[src/sdac_pkg.sv]
package sdac_pkg;
  // Data path widths
  localparam int RES_W     = 16;
  localparam int ACC_W     = 35;
  localparam int RAT_W     = 11;
  localparam int RAW_MSB   = 33;
  localparam int FIFO_W    = 17;
  localparam int FIFO_DEPTH = 32;

  // Decimation word: reset value and the forced calibration value
  localparam logic [7:0] DEC_RESET = 8'h45;
  localparam logic [7:0] DEC_CAL   = 8'hFF;
  // Log2 of the modulator samples per decimation word step
  localparam int DEC_SHIFT = 3;

  // Mode field of the mode register
  localparam logic [2:0] MODE_IDLE     = 3'h1;
  localparam logic [2:0] MODE_CONT     = 3'h3;
  localparam logic [2:0] CAL_INT_ZERO  = 3'h4;
  localparam logic [2:0] CAL_INT_FULL  = 3'h5;
  localparam logic [2:0] CAL_SYS_ZERO  = 3'h6;
  localparam logic [2:0] CAL_SYS_FULL  = 3'h7;
  localparam logic [2:0] MODE_RESET    = MODE_IDLE;
  localparam int         MODE_CAL_BIT  = 2;
  localparam int         MODE_FULL_BIT = 0;

  // Current source control field positions
  localparam int CSC_SRC1    = 0;
  localparam int CSC_SRC2    = 1;
  localparam int CSC_COMBINE = 2;
  localparam int CSC_TO_B    = 3;

  // Result coding
  localparam logic [15:0] CODE_ALL_ONES = 16'hFFFF;
  localparam logic [15:0] CODE_ZERO     = 16'h0000;
  localparam logic [15:0] SAT_MAX       = 16'h7FFF;
  localparam logic [15:0] SAT_MIN       = 16'h8000;
  localparam int          GAIN_FRAC     = 15;

  localparam logic signed [ACC_W-1:0] ACC_ONE = 35'h000000001;

  typedef enum logic {SDAC_IDLE, SDAC_CAL} sdac_state_t;
endpackage

[src/sdac_backend.sv]
`timescale 1ns/10ps
// Behaviour
// - Both burnout currents follow the single burnout_enable bit together.
// - burnout_enable low turns both burnout currents off.
// - Excitation sources go one per pin or both onto one chosen pin.
// - Reference detector low or open sets ref_missing_flag.
// - Conversion results read all ones while the reference is missing.
// - Missing reference during calibration blocks the write, sets cal error.
// - Each converter filters its bitstream with a sinc3 set by decimation_word.
// - decimation_word resets to its default, just under 20 Hz.
// - Inputs are chopped; each output averages with the previous one.
// - First result after a start appears after two filter outputs.
// - Four calibration modes: internal/system zero-scale and full-scale.
// - Reset loads factory offset and gain coefficients for both converters.
// - Calibration overwrites coefficients only of enabled converters.
// - Zero-scale result goes to offset, full-scale result to gain.
// - Internal modes connect the sources; system modes need external inputs.
// - Calibration always runs at the slowest filter rate.
// - Correction subtracts the offset, then multiplies by the gain.
// - Calibration end sets the converter's conversion ready bit.
// - Unipolar gives straight binary; bipolar gives offset binary.
// - Polarity bits choose output coding for each converter only.
module sdac_backend (
  input  wire logic        core_clk,
  input  wire logic        rst,
  input  wire logic [1:0]  mod_bit,
  input  wire logic [1:0]  mod_valid,
  output logic             mod_hold,
  output logic [1:0]       chop_invert,
  input  wire logic [1:0]  input_change,
  input  wire logic        burnout_enable,
  output logic             burnout_source_on,
  output logic             burnout_sink_on,
  input  wire logic [3:0]  current_source_control,
  output logic [1:0]       excitation_out_a,
  output logic [1:0]       excitation_out_b,
  input  wire logic        ref_detect_low,
  output logic             ref_missing_flag,
  input  wire logic        mode_write,
  input  wire logic [2:0]  mode_wdata,
  input  wire logic [1:0]  enable_wdata,
  output logic [2:0]       adc_mode,
  output logic [1:0]       adc_enable,
  input  wire logic        decimation_write,
  input  wire logic [7:0]  decimation_wdata,
  output logic [7:0]       decimation_word,
  input  wire logic        unipolar_primary,
  input  wire logic        unipolar_aux,
  input  wire logic [15:0] factory_offset_primary,
  input  wire logic [15:0] factory_offset_aux,
  input  wire logic [15:0] factory_gain_primary,
  input  wire logic [15:0] factory_gain_aux,
  output logic [15:0]      offset_primary,
  output logic [15:0]      offset_aux,
  output logic [15:0]      gain_primary,
  output logic [15:0]      gain_aux,
  output logic             cal_connect_zero,
  output logic             cal_connect_full,
  input  wire logic [1:0]  ready_clear,
  output logic             conversion_ready_primary,
  output logic             conversion_ready_aux,
  output logic             cal_error_primary,
  output logic             cal_error_aux,
  output logic [15:0]      result_primary,
  output logic [15:0]      result_aux,
  output logic             result_valid,
  input  wire logic        result_ready,
  output logic [16:0]      result_data
);
  localparam int AW = sdac_pkg::ACC_W;

  sdac_pkg::sdac_state_t state, next_state;
  logic [2:0]  mode, next_mode;
  logic [1:0]  en_mask, next_en_mask;
  logic [7:0]  dec_word, next_dec_word;
  logic [2:0]  cal_kind, next_cal_kind;
  logic [1:0]  cal_pend, next_cal_pend;
  logic [1:0]  cal_ref_bad, next_cal_ref_bad;
  logic [1:0]  rdy, next_rdy;
  logic [1:0]  err, next_err;
  logic        ref_flag, next_ref_flag;
  logic        conn_zero, next_conn_zero;
  logic        conn_full, next_conn_full;
  logic        bo_on, next_bo_on;
  logic [1:0]  exc_a, next_exc_a;
  logic [1:0]  exc_b, next_exc_b;
  logic [15:0] off_c [2];
  logic [15:0] gain_c [2];
  logic [15:0] res_q [2];
  logic [15:0] pend_word [2];
  logic [15:0] next_off_c [2];
  logic [15:0] next_gain_c [2];
  logic [15:0] next_res_q [2];
  logic [15:0] next_pend_word [2];
  logic signed [AW-1:0] prev [2];
  logic signed [AW-1:0] next_prev [2];
  logic signed [AW-1:0] f_data [2];
  logic signed [AW-1:0] s_val;
  logic signed [AW:0]   sum;
  logic signed [15:0]   raw;
  logic [1:0]  chop, next_chop;
  logic [1:0]  seen, next_seen;
  logic [1:0]  pend, next_pend;
  logic [1:0]  f_valid;
  logic [1:0]  run;
  logic [1:0]  restart;
  logic [1:0]  uni;
  logic [7:0]  dec_eff;
  logic [sdac_pkg::RAT_W-1:0] ratio;
  logic        fifo_in_ready;
  logic        push_valid;
  logic        push_sel;
  logic [16:0] push_data;
  logic [2:0]  exc_sum;

  // Offset, gain, coding and reference substitution of one filter word
  function automatic logic [15:0] sdac_to_code(
    input logic signed [15:0] raw_in,
    input logic        [15:0] off_in,
    input logic        [15:0] gain_in,
    input logic               uni_in,
    input logic               miss_in
  );
    logic signed [16:0] diff;
    logic signed [33:0] prod;
    logic        [18:0] scl;
    logic        [15:0] sat;
    diff = $signed({raw_in[15], raw_in}) - $signed({off_in[15], off_in});
    prod = diff * $signed({1'b0, gain_in});
    scl  = prod[sdac_pkg::GAIN_FRAC+18:sdac_pkg::GAIN_FRAC];
    if (scl[18:15] == 4'h0 || scl[18:15] == 4'hF) begin
      sat = scl[15:0];
    end else begin
      sat = scl[18] ? sdac_pkg::SAT_MIN : sdac_pkg::SAT_MAX;
    end
    if (miss_in) begin
      sdac_to_code = sdac_pkg::CODE_ALL_ONES;
    end else if (uni_in) begin
      // Negative readings clip at zero in straight binary
      sdac_to_code = sat[15] ? sdac_pkg::CODE_ZERO : {sat[14:0], 1'b0};
    end else begin
      sdac_to_code = {~sat[15], sat[14:0]};
    end
  endfunction

  always_comb begin
    uni[0] = unipolar_primary;
    uni[1] = unipolar_aux;
    dec_eff = (state == sdac_pkg::SDAC_CAL) ? sdac_pkg::DEC_CAL
                                            : dec_word;
    ratio = {3'h0, dec_eff} << sdac_pkg::DEC_SHIFT;
    for (int i = 0; i < 2; i++) begin
      run[i] = (state == sdac_pkg::SDAC_CAL) ? cal_pend[i]
             : (mode == sdac_pkg::MODE_CONT) && en_mask[i];
      restart[i] = mode_write | decimation_write | input_change[i];
    end
    push_valid = |pend;
    push_sel   = ~pend[0];
    push_data  = {push_sel, pend_word[push_sel]};
    mod_hold   = ~fifo_in_ready;
  end

  // Filter output stalls while its word waits or the FIFO is full
  generate
    for (genvar g = 0; g < 2; g++) begin : g_conv
      sdac_sinc3 u_sinc (
        .core_clk   (core_clk),
        .rst        (rst),
        .restart    (restart[g]),
        .sample_en  (mod_valid[g] & run[g] & ~pend[g] & fifo_in_ready),
        .sample_bit (mod_bit[g]),
        .ratio      (ratio),
        .out_valid  (f_valid[g]),
        .out_data   (f_data[g])
      );
    end
  endgenerate

  sdac_fifo #(
    .WIDTH (sdac_pkg::FIFO_W),
    .DEPTH (sdac_pkg::FIFO_DEPTH)
  ) u_fifo (
    .core_clk  (core_clk),
    .rst       (rst),
    .in_valid  (push_valid),
    .in_ready  (fifo_in_ready),
    .in_data   (push_data),
    .out_valid (result_valid),
    .out_ready (result_ready),
    .out_data  (result_data)
  );

  always_comb begin
    next_state       = state;
    next_mode        = mode;
    next_en_mask     = en_mask;
    next_dec_word    = dec_word;
    next_cal_kind    = cal_kind;
    next_cal_pend    = cal_pend;
    next_cal_ref_bad = cal_ref_bad;
    next_err         = err;
    next_chop        = chop;
    next_seen        = seen;
    next_pend        = pend;
    next_off_c       = off_c;
    next_gain_c      = gain_c;
    next_res_q       = res_q;
    next_pend_word   = pend_word;
    next_prev        = prev;
    s_val            = '0;
    sum              = '0;
    raw              = '0;
    next_ref_flag = ref_detect_low;
    next_bo_on    = burnout_enable;
    exc_sum = {2'h0, current_source_control[sdac_pkg::CSC_SRC1]} +
              {2'h0, current_source_control[sdac_pkg::CSC_SRC2]};
    if (current_source_control[sdac_pkg::CSC_COMBINE]) begin
      next_exc_a = current_source_control[sdac_pkg::CSC_TO_B] ? 2'h0
                                                              : exc_sum[1:0];
      next_exc_b = current_source_control[sdac_pkg::CSC_TO_B] ? exc_sum[1:0]
                                                              : 2'h0;
    end else begin
      next_exc_a = {1'b0, current_source_control[sdac_pkg::CSC_SRC1]};
      next_exc_b = {1'b0, current_source_control[sdac_pkg::CSC_SRC2]};
    end
    // Software clear first so that a same-cycle set below wins
    next_rdy = rdy & ~ready_clear;
    if (decimation_write) begin
      next_dec_word = decimation_wdata;
    end
    case (state)
      sdac_pkg::SDAC_IDLE: begin
        next_cal_pend = 2'h0;
      end
      sdac_pkg::SDAC_CAL: begin
        next_cal_ref_bad = cal_ref_bad | (cal_pend & {2{ref_flag}});
        if (cal_pend == 2'h0) begin
          next_state = sdac_pkg::SDAC_IDLE;
          next_mode  = sdac_pkg::MODE_IDLE;
        end
      end
      default: begin
        next_state = sdac_pkg::SDAC_IDLE;
      end
    endcase
    if (push_valid && fifo_in_ready) begin
      next_pend[push_sel] = 1'b0;
    end
    for (int i = 0; i < 2; i++) begin
      if (restart[i]) begin
        next_seen[i] = 1'b0;
        next_chop[i] = 1'b0;
      end else if (f_valid[i]) begin
        next_chop[i] = ~chop[i];
        s_val = chop[i] ? -f_data[i] : f_data[i];
        sum   = {s_val[AW-1], s_val} + {prev[i][AW-1], prev[i]};
        raw   = sum[sdac_pkg::RAW_MSB+1 -: 16];
        next_prev[i] = s_val;
        next_seen[i] = 1'b1;
        if (seen[i]) begin
          if (state == sdac_pkg::SDAC_CAL && cal_pend[i]) begin
            next_cal_pend[i] = 1'b0;
            next_rdy[i] = 1'b1;
            if (cal_ref_bad[i] || ref_flag) begin
              next_err[i] = 1'b1;
            end else if (cal_kind[sdac_pkg::MODE_FULL_BIT]) begin
              next_gain_c[i] = raw;
            end else begin
              next_off_c[i] = raw;
            end
          end else if (state == sdac_pkg::SDAC_IDLE) begin
            next_res_q[i] = sdac_to_code(raw, off_c[i], gain_c[i],
                                         uni[i], ref_flag);
            next_pend_word[i] = next_res_q[i];
            next_pend[i] = 1'b1;
            next_rdy[i] = 1'b1;
          end
        end
      end
    end
    if (mode_write) begin
      next_mode    = mode_wdata;
      next_en_mask = enable_wdata;
      if (mode_wdata[sdac_pkg::MODE_CAL_BIT]) begin
        next_state       = sdac_pkg::SDAC_CAL;
        next_cal_kind    = mode_wdata;
        next_cal_pend    = enable_wdata;
        next_cal_ref_bad = 2'h0;
        next_err         = err & ~enable_wdata;
      end else begin
        next_state    = sdac_pkg::SDAC_IDLE;
        next_cal_pend = 2'h0;
      end
    end
    // Internal modes switch the reference points onto the modulator
    next_conn_zero = (next_state == sdac_pkg::SDAC_CAL) &&
                     (next_cal_kind == sdac_pkg::CAL_INT_ZERO);
    next_conn_full = (next_state == sdac_pkg::SDAC_CAL) &&
                     (next_cal_kind == sdac_pkg::CAL_INT_FULL);
  end

  always_ff @(posedge core_clk) begin
    if (rst) begin
      state       <= sdac_pkg::SDAC_IDLE;
      mode        <= sdac_pkg::MODE_RESET;
      en_mask     <= 2'h0;
      dec_word    <= sdac_pkg::DEC_RESET;
      cal_kind    <= sdac_pkg::MODE_RESET;
      cal_pend    <= 2'h0;
      cal_ref_bad <= 2'h0;
      rdy         <= 2'h0;
      err         <= 2'h0;
      ref_flag    <= 1'b0;
      conn_zero   <= 1'b0;
      conn_full   <= 1'b0;
      bo_on       <= 1'b0;
      exc_a       <= 2'h0;
      exc_b       <= 2'h0;
      chop        <= 2'h0;
      seen        <= 2'h0;
      pend        <= 2'h0;
      // Factory coefficients reload on every reset
      off_c[0]    <= factory_offset_primary;
      off_c[1]    <= factory_offset_aux;
      gain_c[0]   <= factory_gain_primary;
      gain_c[1]   <= factory_gain_aux;
      res_q       <= '{default: '0};
      pend_word   <= '{default: '0};
      prev        <= '{default: '0};
    end else begin
      state       <= next_state;
      mode        <= next_mode;
      en_mask     <= next_en_mask;
      dec_word    <= next_dec_word;
      cal_kind    <= next_cal_kind;
      cal_pend    <= next_cal_pend;
      cal_ref_bad <= next_cal_ref_bad;
      rdy         <= next_rdy;
      err         <= next_err;
      ref_flag    <= next_ref_flag;
      conn_zero   <= next_conn_zero;
      conn_full   <= next_conn_full;
      bo_on       <= next_bo_on;
      exc_a       <= next_exc_a;
      exc_b       <= next_exc_b;
      chop        <= next_chop;
      seen        <= next_seen;
      pend        <= next_pend;
      off_c       <= next_off_c;
      gain_c      <= next_gain_c;
      res_q       <= next_res_q;
      pend_word   <= next_pend_word;
      prev        <= next_prev;
    end
  end

  always_comb begin
    chop_invert              = chop;
    burnout_source_on        = bo_on;
    burnout_sink_on          = bo_on;
    excitation_out_a         = exc_a;
    excitation_out_b         = exc_b;
    ref_missing_flag         = ref_flag;
    adc_mode                 = mode;
    adc_enable               = en_mask;
    decimation_word          = dec_word;
    offset_primary           = off_c[0];
    offset_aux               = off_c[1];
    gain_primary             = gain_c[0];
    gain_aux                 = gain_c[1];
    cal_connect_zero         = conn_zero;
    cal_connect_full         = conn_full;
    conversion_ready_primary = rdy[0];
    conversion_ready_aux     = rdy[1];
    cal_error_primary        = err[0];
    cal_error_aux            = err[1];
    result_primary           = res_q[0];
    result_aux               = res_q[1];
  end
endmodule

[src/sdac_fifo.sv]
`timescale 1ns/10ps
module sdac_fifo #(
  parameter int WIDTH = sdac_pkg::FIFO_W,
  parameter int DEPTH = sdac_pkg::FIFO_DEPTH
) (
  input  wire logic             core_clk,
  input  wire logic             rst,
  input  wire logic             in_valid,
  output logic                  in_ready,
  input  wire logic [WIDTH-1:0] in_data,
  output logic                  out_valid,
  input  wire logic             out_ready,
  output logic      [WIDTH-1:0] out_data
);
  localparam int AW = $clog2(DEPTH);

  logic [WIDTH-1:0] mem [DEPTH];
  logic [AW:0]      wr_ptr;
  logic [AW:0]      rd_ptr;
  logic [AW:0]      next_wr_ptr;
  logic [AW:0]      next_rd_ptr;
  logic             push;
  logic             pop;
  logic             full;
  logic             empty;

  always_comb begin
    empty     = (wr_ptr == rd_ptr);
    full      = (wr_ptr[AW] != rd_ptr[AW]) &&
                (wr_ptr[AW-1:0] == rd_ptr[AW-1:0]);
    in_ready  = ~full;
    out_valid = ~empty;
    push      = in_valid & ~full;
    pop       = out_valid & out_ready;
    next_wr_ptr = wr_ptr + (AW+1)'(push);
    next_rd_ptr = rd_ptr + (AW+1)'(pop);
    out_data  = mem[rd_ptr[AW-1:0]];
  end

  always_ff @(posedge core_clk) begin
    if (rst) begin
      wr_ptr <= '0;
      rd_ptr <= '0;
    end else begin
      wr_ptr <= next_wr_ptr;
      rd_ptr <= next_rd_ptr;
    end
    if (push) begin
      mem[wr_ptr[AW-1:0]] <= in_data;
    end
  end
endmodule

[src/sdac_sinc3.sv]
`timescale 1ns/10ps
module sdac_sinc3 (
  input  wire logic                           core_clk,
  input  wire logic                           rst,
  input  wire logic                           restart,
  input  wire logic                           sample_en,
  input  wire logic                           sample_bit,
  input  wire logic [sdac_pkg::RAT_W-1:0]     ratio,
  output logic                                out_valid,
  output logic signed [sdac_pkg::ACC_W-1:0]   out_data
);
  localparam int W = sdac_pkg::ACC_W;

  logic signed [W-1:0] int1, int2, int3;
  logic signed [W-1:0] dly1, dly2, dly3;
  logic signed [W-1:0] next_int1, next_int2, next_int3;
  logic signed [W-1:0] next_dly1, next_dly2, next_dly3;
  logic signed [W-1:0] next_out_data;
  logic signed [W-1:0] x, c1, c2, c3;
  logic [sdac_pkg::RAT_W-1:0] cnt, next_cnt;
  logic                        next_out_valid;

  // Integrators wrap freely; the combs undo the wrap exactly
  always_comb begin
    x  = sample_bit ? sdac_pkg::ACC_ONE : -sdac_pkg::ACC_ONE;
    c1 = int3 - dly1;
    c2 = c1 - dly2;
    c3 = c2 - dly3;
    next_int1 = int1;
    next_int2 = int2;
    next_int3 = int3;
    next_dly1 = dly1;
    next_dly2 = dly2;
    next_dly3 = dly3;
    next_cnt  = cnt;
    next_out_data  = out_data;
    next_out_valid = 1'b0;
    if (restart) begin
      next_int1 = '0;
      next_int2 = '0;
      next_int3 = '0;
      next_dly1 = '0;
      next_dly2 = '0;
      next_dly3 = '0;
      next_cnt  = '0;
    end else if (sample_en) begin
      next_int1 = int1 + x;
      next_int2 = int2 + int1;
      next_int3 = int3 + int2;
      if (cnt >= ratio - 1'b1) begin
        next_cnt  = '0;
        next_dly1 = int3;
        next_dly2 = c1;
        next_dly3 = c2;
        next_out_data  = c3;
        next_out_valid = 1'b1;
      end else begin
        next_cnt = cnt + 1'b1;
      end
    end
  end

  always_ff @(posedge core_clk) begin
    if (rst) begin
      int1 <= '0;
      int2 <= '0;
      int3 <= '0;
      dly1 <= '0;
      dly2 <= '0;
      dly3 <= '0;
      cnt  <= '0;
      out_data  <= '0;
      out_valid <= 1'b0;
    end else begin
      int1 <= next_int1;
      int2 <= next_int2;
      int3 <= next_int3;
      dly1 <= next_dly1;
      dly2 <= next_dly2;
      dly3 <= next_dly3;
      cnt  <= next_cnt;
      out_data  <= next_out_data;
      out_valid <= next_out_valid;
    end
  end
endmodule

[config.mk]
export PLATFORM = sky130hd
export DESIGN_NAME = sdac_backend
export DESIGN_NICKNAME = d
export VERILOG_FILES = /design/src/sdac_pkg.sv /design/src/sdac_backend.sv /design/src/sdac_fifo.sv /design/src/sdac_sinc3.sv
export SDC_FILE = /design/constraint.sdc
export NUM_CORES = 2
export LEC_CHECK = 0
export ABC_AREA = 0
export BUFFER_PORTS_ARGS = -buffer_cell sky130_fd_sc_hd__buf_2
export CORE_MARGIN = 1
export CORE_UTILIZATION = 60
export DETAILED_ROUTE_END_ITERATION = 8
export GPL_ROUTABILITY_DRIVEN = 0
export PLACE_DENSITY = 0.77
export REMOVE_ABC_BUFFERS = 1
export SETUP_SLACK_MARGIN = 0.1
export SLEW_MARGIN = 25
export SYNTH_ARGS = -nofsm -noshare
export SYNTH_HDL_FRONTEND = slang
export SYNTH_HIERARCHICAL = 1
export SYNTH_SLANG_ARGS = --single-unit
export TNS_END_PERCENT = 10
[constraint.sdc]
create_clock -name core_clk -period 17.1 [get_ports core_clk]
set_input_delay 3.42 -clock core_clk [delete_from_list [all_inputs] [get_ports core_clk]]
set_output_delay 3.42 -clock core_clk [all_outputs]
set_load 0.01 [all_outputs]
==> impl_metrics.yaml <==
finish:
  final_nets: 11495
  layout-drive-gt1-share_pct: 6.73
  area_growth_syn_to_layout_pct: 8.37
timing:
  setup_viol: 0
  slew_headroom_pct: 22.9
  rsz0062_at_grt: "no"
  hold_viol: 0
  hold_slack_ns: 0.451
  fin_crit_ns: 14.14
  layout_setup_ws_ns: 2.96
  skew_ns: 0.0634
  drv_slew: 0
  min_period_over_period_pct: 82.7
  clock.fmax_ghz: 0.0707
  tightestPinTransition_ns: 1.16
outcome:
  status: "finished clean"
detailed_routing:
  drtIter0Drc: 5304
  drt_first_pass_iters: 8
  drtAntennaViolNets: 0
  wl_um: 237000
  routed_wire_length_per_instance_um: 19.3
  drc_errors: 0
  vias_per_cell: 5.92
  vias: 72810
floorplanning:
  io_pins: 241
  rows: 145
  die_height_um: 398
  die_w_um: 398
  initial_core_util_pct: 60.4
  dieArea_sq_mm: 0.159
  core_area_sq_mm: 0.156
critical_path:
  worst-setup-path-type: "reg -> reg"
  cp_data_arrival_time_ns: 14.81
  path_max_fanout: 22
  crit_buf_inv: 5
  crit_path_max_incr_delay_ns: 0.74
  critPathCaptureType: "register"
  cpMostUsedCell: "a21oi_1"
  slowest_stage: "fa_1"
  start_kind: "register"
  worstPathRequired_ns: 17.77
  critPathTopFamily: "compound AO/OA/AOI/OAI gates"
synth:
  synthFlopType: "dfxtp_1"
  synth_edf_count: 608
  async_flop_share_pct: 0
  netlist_area_sq_mm: 0.0943
  ys_ff_latch: 1275
  ys_seq_area_share_pct: 33.5
  synthTopCellsByArea: "edfxtp_1 19%, dfxtp_1 14%, fa_1 12%"
  syn_area_per_cell_sq_um: 9.41
  synthesis.instances: 10018
  synth_warnings: 6
  yosys.area.top_type: "edfxtp_1"
  synth_top_area_share_pct: 19.4
  ys_types: 105
cts:
  clk_pin_slew_ns: 0.06
  cts_max_path_buffers: 3
  cts_tree: "yes"
  clock_latency_ns: 0.82
  clock_sinks: 1275
  cts_inserted_buffers: 142
  htreeDepth: 4
  hold_buffers: 0
  cts-root-buf: "clkbuf_16"
  cts_resized: 0
  cts_setup_buffers: 0
placement:
  post-place-ws_ns: 2.75
  dp_hpwl_um: 172000
  portBuffers: 240
global_routing:
  grt_overflow: 0
  track_usage_pct: 29.8
  grt_pass1_vias: 73172
  grt_antenna_before_repair: 8
  grt_max_degree: 102
  grt_pass1_wl_um: 381000
power_and_ir_drop:
  p_per_area_mw_per_mm2: 174
  leakage_uw: 0.0446
  ir_worst_vdd_uv: 586
worst_hold_path:
  hp-class: "reg -> reg"
job:
  cap_violations: 0
==> final timing paths <==
check,startpoint,end,slack [ns],cells after the start
worst min register to register,g_conv[0].u_sinc/dly1[21]$_SDFFE_PP0P_,g_conv[0].u_sinc/dly1[21]$_SDFFE_PP0P_,0.45,2
worst min-delay path,g_conv[0].u_sinc/dly1[21]$_SDFFE_PP0P_,g_conv[0].u_sinc/dly1[21]$_SDFFE_PP0P_,0.45,2
worst max-delay path,g_conv[0].u_sinc/out_data[2]$_SDFFE_PP0P_,pend_word[30]$_SDFFE_PP0P_,2.96,49
worst max register to register,g_conv[0].u_sinc/out_data[2]$_SDFFE_PP0P_,pend_word[30]$_SDFFE_PP0P_,2.96,49
==> flip-flops by register name, summed over array words and instances (netlist names), 3 cells and up <==
| register | cells |
|---|---|
| g_conv.u_sinc/dly2 | 70 |
| gain_primary | 16 |
| g_conv.u_sinc/cnt | 22 |
| offset_aux | 16 |
| g_conv.u_sinc/out_data | 70 |
| g_conv.u_sinc/int1 | 70 |
| u_fifo/wr_ptr | 6 |
| u_fifo/rd_ptr | 6 |
| g_conv.u_sinc/int3 | 70 |
| g_conv.u_sinc/dly1 | 70 |
| pend_word | 32 |
| gain_aux | 16 |
| adc_mode | 3 |
| g_conv.u_sinc/int2 | 70 |
| g_conv.u_sinc/dly3 | 70 |
| decimation_word | 8 |
| prev | 70 |
| u_fifo/mem | 544 |
| offset_primary | 16 |
| cal_kind | 3 |
==> per-layer routing <==
metal / GRT usage (%) / part of all wire [%]
met2: 49.2 / 46
met4: 10.3 / 3.4
met1: 38.4 / 42
met5: 0 / 0.022
met3: 6.87 / 8.5
==> Yosys cell counts, types with 293 or more instances <==
cell type,count
xnor2_1,400
edfxtp_1,608
fa_1,556
nand2_1,966
ha_1,708
inv_1,1108
o21ai_0,408
dfxtp_1,667
a21oi_1,648
clkbuf_1,293
mux2i_1,459
nor2_1,700
==> final cells by class <==
type                            instances  area (sq um)
Timing Repair Buffer                  341          1990
Clock inverter                         78           890
Inverter                             1109          4160
Fill cell                           12291         53800
Sequential cell                      1275         31600
Tap cell                             2058          2570
Clock buffer                          182          3820
Multi-Input combinational cell       7264         57100
Antenna cell                            1          2.50
==> where the power goes <==
group | total, uW | internal, uW | switching [uW]
registers | 3230 | 3190 | 42.1
logic | 11500 | 4270 | 7230
clock network | 3030 | 1720 | 1310
==> metrics by stage <==
stage                     std cells  cell area [sq um]  setup TNS [ns]  power (uW)  utilization (%)
after floorplan                9648              92600        -1969.78       11700                -
after global placement        12047              97400               0       14100             62.4
after detailed placement      12047              97400               0       14500             62.5
after CTS                     12307             102000               0       17600             65.5
after global routing          12308             102000               0       19300             65.5
final                         12308             102000               0       17800             65.5
==> tightest hold or removal path, stage by stage (launching register included) <==
cell and delay, ns:
dfxtp_1 0.30, nand2_1 0.05, a21oi_1 0.05
==> cell families after synthesis <==
group                      after synthesis  share of synthesized area (%)
xor gates and xnor gates               571                           5.31
muxes                                  480                           5.12
buffers and inverters                 1498                           6.24
DFF                                   1275                           33.5
and+or+nand+nor                       2773                           13.8
AOI/OAI and AO/OA                     2144                           14.7
adders and majority gates             1276                           21.3
other                                    1                        0.00398
==> cells in the final DEF, fill, tap and decap left out, types with 21 or more instances in the layout <==
cell type  netlist  routed
or2_2           25      24
o211ai_1        50      50
or3_1           40      39
a31o_2          22      22
nor2b_1        114     112
fa_1           556     556
and2_1         288     286
edfxtp_1       608     608
o31ai_1         39      39
a211oi_1        95      93
nor3_1         129     125
clkbuf_16        0     142
o21bai_1        70      66
clkinv_1         1      24
dfxtp_1        667     664
a22o_1          63      63
nand2b_1        87      87
and3_1          60      60
a31oi_1         79      79
inv_1         1108    1105
buf_2           29     239
ha_1           708     708
nor2_1         700     694
a311oi_1        21      21
clkbuf_1       293      28
o21ai_0        408     406
nand2_1        966     965
a21o_1         268     268
clkinv_2         0      22
xor2_1         170     169
mux2i_1        459     459
o21a_1          68      68
o31a_1          29      29
a21oi_1        648     646
a22oi_1         57      57
buf_4           18      99
xnor2_1        400     392
nand3b_1        30      30
nand3_1        180     180
nand4_1         51      51
Note: power is estimated with default switching activity, not from simulation.
